## src/nand_host_consts.svh

```systemverilog
// Timing counts and command codes for the NAND host controller
`ifndef NAND_HOST_CONSTS_SVH
`define NAND_HOST_CONSTS_SVH
`define CLK_PERIOD_NS      4
`define T_STROBE_NS        20
`define T_STROBE_CYC       ((`T_STROBE_NS + `CLK_PERIOD_NS - 1) / `CLK_PERIOD_NS)
`define T_ACCESS_NS        20
`define T_ACCESS_CYC       ((`T_ACCESS_NS + `CLK_PERIOD_NS - 1) / `CLK_PERIOD_NS)
`define T_WB_NS            100
`define T_WB_CYC           ((`T_WB_NS + `CLK_PERIOD_NS - 1) / `CLK_PERIOD_NS)
`define CMD_READ_SETUP     8'h00
`define CMD_READ_CONFIRM   8'h30
`define PAGE_BYTES         12'h840
`define PAGES_PER_BLOCK    7'h40
`define ADDR_CYCLES        3'h4
`define COL_HI_MASK        8'h0F
`define CNT_W              8
`endif

```

## src/nand_host_pkg.sv

```systemverilog
// Types shared by the NAND host controller
package nand_host_pkg;
    typedef struct packed {
        logic [11:0] col;
        logic [15:0] row;
    } page_addr_s;
    typedef struct packed {
        logic       ce_n;
        logic       cle;
        logic       ale;
        logic       we_n;
        logic       re_n;
        logic       wp_n;
        logic       protect;
    } ctrl_pins_s;
    typedef enum logic [7:0] {
        ST_IDLE  = 8'h01,
        ST_CMD   = 8'h02,
        ST_ADDR  = 8'h04,
        ST_CONF  = 8'h08,
        ST_WAITB = 8'h10,
        ST_BUSY  = 8'h20,
        ST_READ  = 8'h40,
        ST_DONE  = 8'h80
    } host_state_e;
endpackage : nand_host_pkg

```

## src/nand_host_ctrl.sv

```systemverilog
// Host controller that runs a page read on an x8 NAND flash
`timescale 1ns/1ps
`include "nand_host_consts.svh"
module nand_host_ctrl
(
    // Clock and reset
    input  wire logic        CLK_I,
    input  wire logic        RST_I,
    // User request
    input  wire logic        START_I,
    input  wire logic [11:0] COL_I,
    input  wire logic [15:0] ROW_I,
    input  wire logic        WP_ENABLE_I,
    input  wire logic        PROTECT_I,
    output logic             BUSY_O,
    output logic             DONE_O,
    // Read data stream
    output logic             DATA_VALID_O,
    output logic [7:0]       DATA_O,
    input  wire logic        DATA_READY_I,
    // NAND pins
    output logic             CE_N_O,
    output logic             CLE_O,
    output logic             ALE_O,
    output logic             WE_N_O,
    output logic             READ_STROBE_N_O,
    output logic             WP_N_O,
    output logic             POWER_ON_PROTECT_O,
    output logic [7:0]       IO_BUS_O,
    output logic             IO_BUS_OE_O,
    input  wire logic [7:0]  IO_BUS_I,
    input  wire logic        RB_I
);
    nand_host_pkg::host_state_e state_q, state_d;
    nand_host_pkg::page_addr_s  addr_q;
    nand_host_pkg::ctrl_pins_s  pins_q, pins_d;
    logic [`CNT_W-1:0] tmr_q;
    logic [2:0]        acnt_q;
    logic [11:0]       bytes_q;
    logic [7:0]        io_q, io_d;
    logic              oe_q, oe_d;
    logic [2:0]        rb_sync_q;
    logic              rb_q;
    logic              done_q;
    logic              busy_q;
    logic              push_q;
    logic [7:0]        push_data_q;
    logic              buf_in_ready;
    logic              buf_out_valid;
    logic [7:0]        buf_out_data;

    // Ready/busy from the pin, filtered through three flops
    wire rb_agree = rb_sync_q[2] == rb_sync_q[1];
    wire rb_ready = rb_q;
    wire tmr_zero = tmr_q == '0;
    wire [7:0] addr_byte = (acnt_q == 3'h0) ? addr_q.col[7:0]
                         : (acnt_q == 3'h1) ? {4'h0, addr_q.col[11:8]} & `COL_HI_MASK
                         : (acnt_q == 3'h2) ? addr_q.row[7:0]
                         : addr_q.row[15:8];
    wire last_addr = acnt_q == `ADDR_CYCLES;
    wire last_byte = bytes_q == (`PAGE_BYTES - 12'h001);
    // A write cycle holds the strobe low for the first half of the timer
    wire strobe_phase = tmr_q >= `CNT_W'(`T_STROBE_CYC);

    nand_skid_buf u_buf
    (
        .clk_i       (CLK_I),
        .rst_i       (RST_I),
        .in_valid_i  (push_q),
        .in_data_i   (push_data_q),
        .in_ready_o  (buf_in_ready),
        .out_valid_o (buf_out_valid),
        .out_data_o  (buf_out_data),
        .out_ready_i (DATA_READY_I)
    );

    always_comb
    begin
        state_d      = state_q;
        pins_d       = pins_q;
        io_d         = io_q;
        oe_d         = oe_q;
        pins_d.wp_n  = WP_ENABLE_I;
        pins_d.protect = PROTECT_I;
        unique case (state_q)
            nand_host_pkg::ST_IDLE:
            begin
                pins_d.ce_n = 1'b1;
                pins_d.cle  = 1'b0;
                pins_d.ale  = 1'b0;
                pins_d.we_n = 1'b1;
                pins_d.re_n = 1'b1;
                oe_d        = 1'b0;
                if (START_I && rb_ready)
                begin
                    state_d     = nand_host_pkg::ST_CMD;
                    pins_d.ce_n = 1'b0;
                    pins_d.cle  = 1'b1;
                    pins_d.we_n = 1'b0;
                    io_d        = `CMD_READ_SETUP;
                    oe_d        = 1'b1;
                end
            end
            nand_host_pkg::ST_CMD, nand_host_pkg::ST_ADDR, nand_host_pkg::ST_CONF:
            begin
                if (!strobe_phase)
                    pins_d.we_n = 1'b1;
                if (tmr_zero)
                begin
                    pins_d.we_n = 1'b0;
                    pins_d.cle  = 1'b0;
                    pins_d.ale  = 1'b1;
                    io_d        = addr_byte;
                    if (state_q == nand_host_pkg::ST_CMD)
                        state_d = nand_host_pkg::ST_ADDR;
                    else if (state_q == nand_host_pkg::ST_ADDR && !last_addr)
                        io_d = addr_byte;
                    else if (state_q == nand_host_pkg::ST_ADDR)
                    begin
                        state_d    = nand_host_pkg::ST_CONF;
                        pins_d.ale = 1'b0;
                        pins_d.cle = 1'b1;
                        io_d       = `CMD_READ_CONFIRM;
                    end
                    else
                    begin
                        state_d     = nand_host_pkg::ST_WAITB;
                        pins_d.we_n = 1'b1;
                        pins_d.ale  = 1'b0;
                        pins_d.cle  = 1'b0;
                        oe_d        = 1'b0;
                    end
                end
            end
            nand_host_pkg::ST_WAITB:
                if (tmr_zero)
                    state_d = nand_host_pkg::ST_BUSY;
            nand_host_pkg::ST_BUSY:
                if (rb_ready)
                    state_d = nand_host_pkg::ST_READ;
            nand_host_pkg::ST_READ:
            begin
                // strobe only when the timer has run out and the buffer has room
                if (tmr_zero && pins_q.re_n && buf_in_ready)
                    pins_d.re_n = 1'b0;
                else if (tmr_zero && !pins_q.re_n)
                begin
                    pins_d.re_n = 1'b1;
                    if (last_byte)
                        state_d = nand_host_pkg::ST_DONE;
                end
            end
            nand_host_pkg::ST_DONE:
            begin
                pins_d.ce_n = 1'b1;
                state_d     = nand_host_pkg::ST_IDLE;
            end
            default:
                state_d = nand_host_pkg::ST_IDLE;
        endcase
    end

    always_ff @(posedge CLK_I or posedge RST_I)
    begin
        if (RST_I)
        begin
            state_q     <= nand_host_pkg::ST_IDLE;
            pins_q      <= '{ce_n: 1'b1, cle: 1'b0, ale: 1'b0, we_n: 1'b1, re_n: 1'b1,
                             wp_n: 1'b0, protect: 1'b0};
            io_q        <= 8'h00;
            oe_q        <= 1'b0;
            rb_sync_q   <= 3'h7;
            rb_q        <= 1'b1;
            done_q      <= 1'b0;
            busy_q      <= 1'b0;
        end
        else
        begin
            state_q   <= state_d;
            pins_q    <= pins_d;
            io_q      <= io_d;
            oe_q      <= oe_d;
            rb_sync_q <= {rb_sync_q[1:0], RB_I};
            if (rb_agree)
                rb_q <= rb_sync_q[2];
            done_q    <= state_q == nand_host_pkg::ST_DONE;
            busy_q    <= state_d != nand_host_pkg::ST_IDLE;
        end
    end

    // Bus cycle timer, address cycle counter and byte counter
    always_ff @(posedge CLK_I or posedge RST_I)
    begin
        if (RST_I)
        begin
            tmr_q       <= '0;
            acnt_q      <= 3'h0;
            bytes_q     <= 12'h000;
            addr_q      <= '0;
            push_q      <= 1'b0;
            push_data_q <= 8'h00;
        end
        else
        begin
            push_q <= 1'b0;
            if (state_q == nand_host_pkg::ST_IDLE && state_d == nand_host_pkg::ST_CMD)
            begin
                addr_q  <= '{col: COL_I, row: ROW_I};
                acnt_q  <= 3'h0;
                bytes_q <= COL_I;
            end
            if (state_d != state_q && state_d == nand_host_pkg::ST_WAITB)
                tmr_q <= `CNT_W'(`T_WB_CYC);
            else if (state_d != state_q && state_d == nand_host_pkg::ST_READ)
                tmr_q <= '0;
            else if (pins_d.we_n == 1'b0 && pins_q.we_n == 1'b1)
                tmr_q <= `CNT_W'(2 * `T_STROBE_CYC - 1);
            else if (pins_d.re_n != pins_q.re_n)
                tmr_q <= `CNT_W'(`T_ACCESS_CYC);
            else if (!tmr_zero)
                tmr_q <= tmr_q - `CNT_W'(1);
            // Counts address bytes already put on the bus
            if ((state_q == nand_host_pkg::ST_CMD || state_q == nand_host_pkg::ST_ADDR) && tmr_zero)
                acnt_q <= acnt_q + 3'h1;
            // Capture once access delay has elapsed, just before strobe release
            if (state_q == nand_host_pkg::ST_READ && tmr_zero && !pins_q.re_n)
            begin
                push_q      <= 1'b1;
                push_data_q <= IO_BUS_I;
                bytes_q     <= bytes_q + 12'h001;
            end
        end
    end

    assign CE_N_O             = pins_q.ce_n;
    assign CLE_O              = pins_q.cle;
    assign ALE_O              = pins_q.ale;
    assign WE_N_O             = pins_q.we_n;
    assign READ_STROBE_N_O    = pins_q.re_n;
    assign WP_N_O             = pins_q.wp_n;
    assign POWER_ON_PROTECT_O = pins_q.protect;
    assign IO_BUS_O           = io_q;
    assign IO_BUS_OE_O        = oe_q;
    assign BUSY_O             = busy_q;
    assign DONE_O             = done_q;
    assign DATA_VALID_O       = buf_out_valid;
    assign DATA_O             = buf_out_data;
endmodule : nand_host_ctrl

```

## src/nand_skid_buf.sv

```systemverilog
// Two-entry buffer with valid/ready on both sides
`timescale 1ns/1ps
`include "nand_host_consts.svh"
module nand_skid_buf
(
    // Clock and reset
    input  wire logic       clk_i,
    input  wire logic       rst_i,
    // Fill side
    input  wire logic       in_valid_i,
    input  wire logic [7:0] in_data_i,
    output logic            in_ready_o,
    // Drain side
    output logic            out_valid_o,
    output logic [7:0]      out_data_o,
    input  wire logic       out_ready_i
);
    logic [7:0] mem_q [2];
    logic       wr_ptr_q;
    logic       rd_ptr_q;
    logic [1:0] cnt_q;
    logic       out_valid_q;
    logic [7:0] out_data_q;
    wire        push = in_valid_i && (cnt_q != 2'h2);
    wire        pop  = out_ready_i && (cnt_q != 2'h0);
    // Next pointer, count and head byte, so the drain side leaves flops
    wire        rd_ptr_d = rd_ptr_q ^ pop;
    wire  [1:0] cnt_d    = cnt_q + {1'b0, push} - {1'b0, pop};
    wire  [7:0] head_d   = (push && (wr_ptr_q == rd_ptr_d)) ? in_data_i : mem_q[rd_ptr_d];

    assign in_ready_o  = cnt_q != 2'h2;
    assign out_valid_o = out_valid_q;
    assign out_data_o  = out_data_q;

    always_ff @(posedge clk_i or posedge rst_i)
    begin
        if (rst_i)
        begin
            wr_ptr_q <= 1'b0;
            rd_ptr_q <= 1'b0;
            cnt_q    <= 2'h0;
            mem_q[0] <= 8'h00;
            mem_q[1] <= 8'h00;
            out_valid_q <= 1'b0;
            out_data_q  <= 8'h00;
        end
        else
        begin
            if (push)
            begin
                mem_q[wr_ptr_q] <= in_data_i;
                wr_ptr_q        <= ~wr_ptr_q;
            end
            rd_ptr_q    <= rd_ptr_d;
            cnt_q       <= cnt_d;
            out_valid_q <= cnt_d != 2'h0;
            out_data_q  <= head_d;
        end
    end
endmodule : nand_skid_buf

```

## config.mk

```make
export PLATFORM = sky130hd
export DESIGN_NAME = nand_host_ctrl
export DESIGN_NICKNAME = d
export VERILOG_FILES = /design/src/nand_host_pkg.sv /design/src/nand_host_ctrl.sv /design/src/nand_skid_buf.sv
export VERILOG_INCLUDE_DIRS = /design/src
export SDC_FILE = /design/constraint.sdc
export NUM_CORES = 1
export LEC_CHECK = 0
export BUFFER_PORTS_ARGS = -buffer_cell sky130_fd_sc_hd__buf_2
export CORE_AREA = 2 2 130 132
export CTS_CLUSTER_SIZE = 25
export DETAILED_ROUTE_END_ITERATION = 7
export DIE_AREA = 0 0 132 134
export PLACE_DENSITY_LB_ADDON = 0.25
export SYNTH_ARGS = -nofsm -noshare
export SYNTH_HDL_FRONTEND = slang
export SYNTH_HIERARCHICAL = 1
export SYNTH_SLANG_ARGS = --single-unit
export TNS_END_PERCENT = 20
```

## constraint.sdc

```tcl
create_clock -name CLK_I -period 5.3 [get_ports CLK_I]
set_clock_uncertainty 0.1 [all_clocks]
set_input_delay 0.53 -clock CLK_I [delete_from_list [all_inputs] [get_ports CLK_I]]
set_output_delay 0.53 -clock CLK_I [all_outputs]
set_load 0.02 [all_outputs]
```

==> results of run 1 <==
-- layout make-up --
type	count	area, sq um
Fill cell	1589	9478
Sequential cell	119	2988
Multi-Input combinational cell	394	2464
Clock buffer	17	425.4
Timing Repair Buffer	71	360.3
Tap cell	220	275.3
Clock inverter	15	226.5
Inverter	19	72.57
-- final timing paths --
kind	to	startpoint	slack, ns
max	bytes_q[4]	state_q[5]	2.30
min	push_q	RST_I	0.09
max reg2reg	bytes_q[4]	state_q[5]	2.30
min reg2reg	rb_sync_q[1]	rb_sync_q[0]	0.26
max in group asynchronous	addr_q[8]	RST_I	3.84
min in group CLK_I	rb_sync_q[0]	RB_I	0.11
-- placed cells by master (no fill, tap or decap), types with 6 or more instances in the layout --
cell type	instances
a21o_1	6
nand3_1	16
ha_1	9
dfstp_2	8
a21oi_1	23
buf_2	69
mux2_2	32
nor2_1	26
nand2_1	141
a22o_1	7
clkbuf_16	17
xnor2_1	6
o21ai_0	22
nor3_1	13
inv_1	17
dfrtp_1	111
-- worst max-delay path, delay by kind of cell (launching register included) --
kind	cells	cell delay (ns)
compound gates	3	0.91
simple gates	2	1.39
flops	1	0.45
-- power groups by stage --
stage	Sequential, mW	Clock [mW]	Combinational [mW]
floorplan	1.33	0	0.588
global placement	1.35	0	0.791
detailed placement	1.36	0	0.815
CTS	1.34	1.30	0.821
global route	1.38	1.34	0.911
finish	1.34	1.28	0.811
-- routing by layer --
layer	vias to the layer above	wire length [um]	track usage, %
met5	-	0	0
met4	0	205	5.435
met3	23	631	4.195
met2	117	6440	25.87
met1	2140	6264	21.17
li1	2088	-	-
-- registers in the layout, indices dropped and copies added (netlist names), 2 cells and up --
name	flops
addr_q	28
u_buf/mem_q	16
bytes_q	12
IO_BUS_O	8
push_data_q	8
state_q	8
tmr_q	8
u_buf/out_data_o	8
acnt_q	3
rb_sync_q	3
u_buf/cnt_q	2
-- kinds of logic after synthesis --
family                     count (synthesis)  share of synthesized area (%)
and+or+nand+nor                          237                          20.37
DFF                                      119                          53.15
AOI/OAI and AO/OA                        101                          12.62
buffers and inverters                     42                          3.027
muxes                                     35                          6.944
xor gates and xnor gates                  11                          1.714
adders and majority gates                 10                          2.181
==> run_results.csv, run 1 <==
group,metric,value,unit
run_status,status,"finished, final reports clean",
logic_synthesis,ys.warnings.count,6,
clocking,clock_path_buffers,2,
logic_synthesis,async_reset_ff_share,100.0,%
timing,maxSlewHeadroom,26.47,%
finish,post-route-util,41.82,%
floorplanning,start_util,34.51,%
clocking,cts_htree_levels,4,
setup_path,max_stage_delay,0.82,ns
timing,setup_viol,0,
timing,finalHoldViolCount,0,
routing,drt_iter0_drc,236,
clocking,hold_buffers,0,
setup_path,path_cells,"nor4_4 -> nand4_2 -> o21a_1 -> a21o_1 -> a221o_1",
finish,final_cells,855,
global_routing,grt_overflow,0,
logic_synthesis,synth_area_per_cell,10.13,sq um
worst_hold_path,hold_class,"input port to async pin",
setup_path,slowest_stage,"nand4_2",
timing,fin_crit_sh,56.60,%
setup_path,critPathLaunchType,"flip-flop",
logic_synthesis,ys.flop_type,"dfrtp_1",
setup_path,cp.arrival,3.20,ns
pwr,ir_drop,0.3148,mV
finish,drive_gt1_share,25.20,%
placed_design,placed_cell_area,6160,sq um
routing,drc,0,
pwr,p_switching,1.124,mW
pwr,powerDensity,504.0,nW/um^2
routing,final_antenna_net_count,0,
clocking,clock_latency,0.42,ns
floorplanning,rows,47,
finish,stdcell_area,6812,sq um
clocking,clk_pin_slew_worst_paths,0.06,ns
global_routing,grt_pass1_vias,4410,
placed_design,numPortBuffers,69,
timing,fin_hold_ws,0.09092,ns
clocking,cts_resized,0,
global_routing,grt.total_usage,16.08,%
setup_path,end_kind,"flip-flop",
finish,syn2layout_area_growth,21.17,%
placed_design,gp_congestion,0.8795,
setup_path,path_class,"flip-flop to flip-flop",
floorplanning,dieArea,17690,sq um
placed_design,dpl.hpwl,9.294,mm
routing,drt_pass1_iterations,5,
finish,antenna_cells,0,
logic_synthesis,synth_most_common_cell,"nand2_1",
clocking,post-cts-setup-buffers,0,
logic_synthesis,synth_cells,555,
global_routing,antenna_found_initial,0,
placed_design,place_ws,2.228,ns
pwr,pwr-share-seq,39.2,%
timing,fin_tns_setup,0,ns
floorplanning,die_x,132,um
pwr,combPwrFrac,23.6,%
logic_synthesis,syn_area,5622,sq um
timing,rsz0062_at_grt,"no",
timing,setup_slack,2.300,ns
floorplanning,die_y,134,um
finish,final_net_count,674,
pwr,leakagePower,3.250,nW
pwr,fin_total_pwr,3.433,mW
clocking,cts_tree,"done",
clocking,cts.sinks,119,
logic_synthesis,synth_commonest_cells,"141 x nand2_1, 111 x dfrtp_1, 32 x mux2_2, 26 x nor2_1, 23 x a21oi_1",
timing,drv_slew,0,
floorplanning,num_io_pins,70,
logic_synthesis,ys_types,66,
pwr,cellInternalPower,2.309,mW
logic_synthesis,synthesis.nets,607,
setup_path,path_max_fanout,34,
timing,finalCriticalPeriod,3.000,ns
pwr,p_sw_share,32.74,%
global_routing,grt_max_degree,58,
logic_synthesis,synth.top_cell.area_share,49.41,%
clocking,clk_root_buffer_cell,"clkbuf_16",
global_routing,grt_pass1_wl,22.49,mm
routing,routedWlPerCell,15.84,um
pwr,pwr-share-clk,37.2,%
clocking,cts_buffers,17,
job,drv_cap,0,
logic_synthesis,ys_ff_latch,119,
placed_design,placed_cells,823,
setup_path,critical_path_required,5.50,ns
logic_synthesis,synth_edf_count,0,
timing,tightestPinTransition,1.095,ns
setup_path,ff2ff_path_depth,5,
logic_synthesis,synthTopCellsByArea,"dfrtp_1 49%, nand2_1 9.4%, mux2_2 6.4%",
routing,vias,4368,
routing,vias_per_cell,5.109,
floorplanning,core_region_area,16290,sq um
routing,finalWirelength,13.54,mm
timing,timing.fmax,333.4,MHz
logic_synthesis,synth_area_leader_cell,"dfrtp_1",
logic_synthesis,seq_area_frac_synth,53.15,%
No activity file was read; power rests on OpenSTA's default activity.
==> run 2: changes to the inputs <==
==> constraint.sdc (replaced) <==
create_clock -name CLK_I -period 3.1 [get_ports CLK_I]
set_clock_uncertainty 0.1 [all_clocks]
set_input_delay 0.31 -clock CLK_I [delete_from_list [all_inputs] [get_ports CLK_I]]
set_output_delay 0.31 -clock CLK_I [all_outputs]
set_load 0.02 [all_outputs]
==> run_results.csv, run 2 (synthesis results as in run 1) <==
group,metric,value,unit
timing,finalCriticalPeriod,2.766,ns
global_routing,grt_max_degree,91,
pwr,powerDensity,797.4,nW/um^2
worst_hold_path,hp-start,"IO_BUS_I[4]",
setup_path,reg2reg_slack,0.33,ns
floorplanning,core_region_area,16290,sq um
setup_path,critical_path_required,3.30,ns
pwr,leakagePower,3.338,nW
job,drv_cap,0,
clocking,clk_root_buffer_cell,"clkbuf_16",
worst_hold_path,whs_path_depth,3,
finish,antenna_cells,0,
finish,layout_commonest_cell,"nand2_1",
run_status,status,"finished, final reports clean",
worst_hold_path,hold_class,"input port to flip-flop",
finish,final_net_count,705,
placed_design,gp_congestion,0.8938,
setup_path,path_class,"flip-flop to flip-flop",
setup_path,critPathTopFamily,"simple AND/OR/NAND/NOR gates",
clocking,cts_resized,0,
setup_path,ff2ff_path_depth,8,
timing,rsz0062_at_grt,"no",
timing,timing.fmax,361.5,MHz
routing,finalWirelength,13.59,mm
timing,drv_slew,0,
floorplanning,rows,47,
routing,vias,4389,
pwr,cellInternalPower,3.687,mW
timing,tightestPinTransition,1.102,ns
setup_path,end_kind,"flip-flop",
routing,final_antenna_net_count,0,
setup_path,crit_buf_inv,2,
placed_design,placed_cell_area,6210,sq um
clocking,clock_path_buffers,2,
setup_path,path_max_fanout,23,
timing,fin_tns_setup,0,ns
setup_path,r2r_end,"bytes_q[7]",
timing,setup_viol,0,
pwr,ir_drop,0.4512,mV
clocking,cts_htree_levels,4,
setup_path,r2r-start,"tmr_q[0]",
placed_design,numPortBuffers,69,
global_routing,grt_pass1_wl,22.82,mm
pwr,pwr-share-clk,33.3,%
pwr,p_sw_share,34.31,%
pwr,p_switching,1.925,mW
floorplanning,die_y,134,um
global_routing,antenna_found_initial,0,
clocking,clk_pin_slew_worst_paths,0.06,ns
floorplanning,num_io_pins,70,
floorplanning,die_x,132,um
global_routing,grt_pass1_vias,4438,
clocking,cts_buffers,17,
finish,top_register,"addr_q",
clocking,clock_latency,0.42,ns
finish,syn2layout_area_growth,25.19,%
floorplanning,dieArea,17690,sq um
timing,finalHoldViolCount,0,
pwr,combPwrFrac,25.4,%
finish,largest_register_ffs,28,
global_routing,grt.total_usage,16.32,%
floorplanning,start_util,34.51,%
routing,routedWlPerCell,15.33,um
timing,fin_crit_sh,89.24,%
finish,mostFrequentLayoutCells,"141 x nand2_1, 111 x dfrtp_1, 69 x buf_2",
timing,maxSlewHeadroom,26.44,%
routing,drc,0,
routing,vias_per_cell,4.954,
pwr,pwr-share-seq,41.2,%
routing,drt_pass1_iterations,4,
finish,stdcell_area,7038,sq um
setup_path,critPathLaunchType,"flip-flop",
placed_design,dpl.hpwl,9.451,mm
global_routing,grt_overflow,0,
clocking,cts.sinks,119,
setup_path,max_stage_delay,0.47,ns
timing,fin_hold_ws,0.01515,ns
worst_hold_path,min_to,"push_data_q[4]",
clocking,cts_tree,"done",
setup_path,slowest_stage,"clkinv_1",
finish,drive_gt1_share,24.77,%
routing,drt_iter0_drc,212,
setup_path,cp.arrival,2.96,ns
setup_path,path_cells,"inv_1 -> ha_1 -> nor3b_2 -> nand4_2 -> nand2b_4 -> clkinv_1 -> a21o_1 -> a221o_1",
finish,reg_top3,"addr_q: 28 flops, u_buf/mem_q: 16 flops, bytes_q: 12 flops",
[run 2: changes by cell type in the layout (fill, tap and decap cells not counted)]
cell / previous run / this run
inv_6: 2 / 1
buf_4: 2 / 6
bufinv_16: 5 / 1
buf_12: 0 / 1
clkinv_4: 3 / 4
clkinvlp_4: 3 / 6
dlygate4sd3_1: 0 / 26
clkbuf_8: 0 / 1
[run 2: power by group through the flow]
| stage | registers (mW) | logic (mW) | clock network, mW |
|---|---|---|---|
| 6_report | 2.31 | 1.43 | 1.87 |
| 5_1_grt | 2.37 | 1.61 | 2.00 |
| 4_1_cts | 2.31 | 1.44 | 1.91 |
| 3_5_place_dp | 2.33 | 1.41 | 0 |
| 3_3_place_gp | 2.31 | 1.37 | 0 |
| 2_1_floorplan | 2.28 | 1.00 | 0 |
[run 2: layer usage]
metal / track usage (%) / up-vias / routed length, um
met5: 0 / - / 0
met4: 5.495 / 0 / 187
met3: 3.968 / 17 / 454
met2: 26.48 / 90 / 6397
met1: 21.50 / 2151 / 6547
li1: - / 2131 / -
[run 2: final cells by class]
type / instances / area (sq um)
Fill cell: 1576 / 9251
Sequential cell: 119 / 2988
Multi-Input combinational cell: 394 / 2464
Timing Repair Buffer: 102 / 670.6
Clock buffer: 18 / 439.2
Tap cell: 220 / 275.3
Clock inverter: 14 / 128.9
Inverter: 19 / 72.57
[run 2: through the flow]
stage          total power [mW]  setup WS, ns  util [%]  std cells
2_1_floorplan             3.285        0.3680         -        555
3_3_place_gp              3.683        0.4827     38.12        828
3_5_place_dp              3.743        0.3463     38.12        828
4_1_cts                   5.661        0.3194     43.21        886
5_1_grt                   5.974        0.1167     43.21        886
6_report                  5.612        0.3336     43.21        886
[run 2: worst max-delay path by stage]
stage | startpoint | end | slack, ns | cells past startpoint
detailed placement | tmr_q[0] | bytes_q[7] | 0.35 | 8
global route | tmr_q[0] | bytes_q[3] | 0.12 | 8
floorplan | RST_I | ALE_O | 0.37 | 1
finish | tmr_q[0] | bytes_q[7] | 0.33 | 8
global placement | tmr_q[0] | bytes_q[4] | 0.48 | 8
CTS | tmr_q[0] | bytes_q[7] | 0.32 | 8
[run 2: worst reg2reg max path: cells and delay by family (launching register included)]
kind                     cells  cell delay, ns
adder cells (fa/ha/maj)      1            0.26
flip-flops                   1            0.44
buffers and inverters        2            0.54
AO/OA/AOI/OAI                2            0.59
AND/OR/NAND/NOR              3            0.71
[run 2: repair_timing]
item	4_1_cts	5_1_grt
hold buffers	26	0
buffers inserted	0	0
endpoints found under the hold margin	107	0
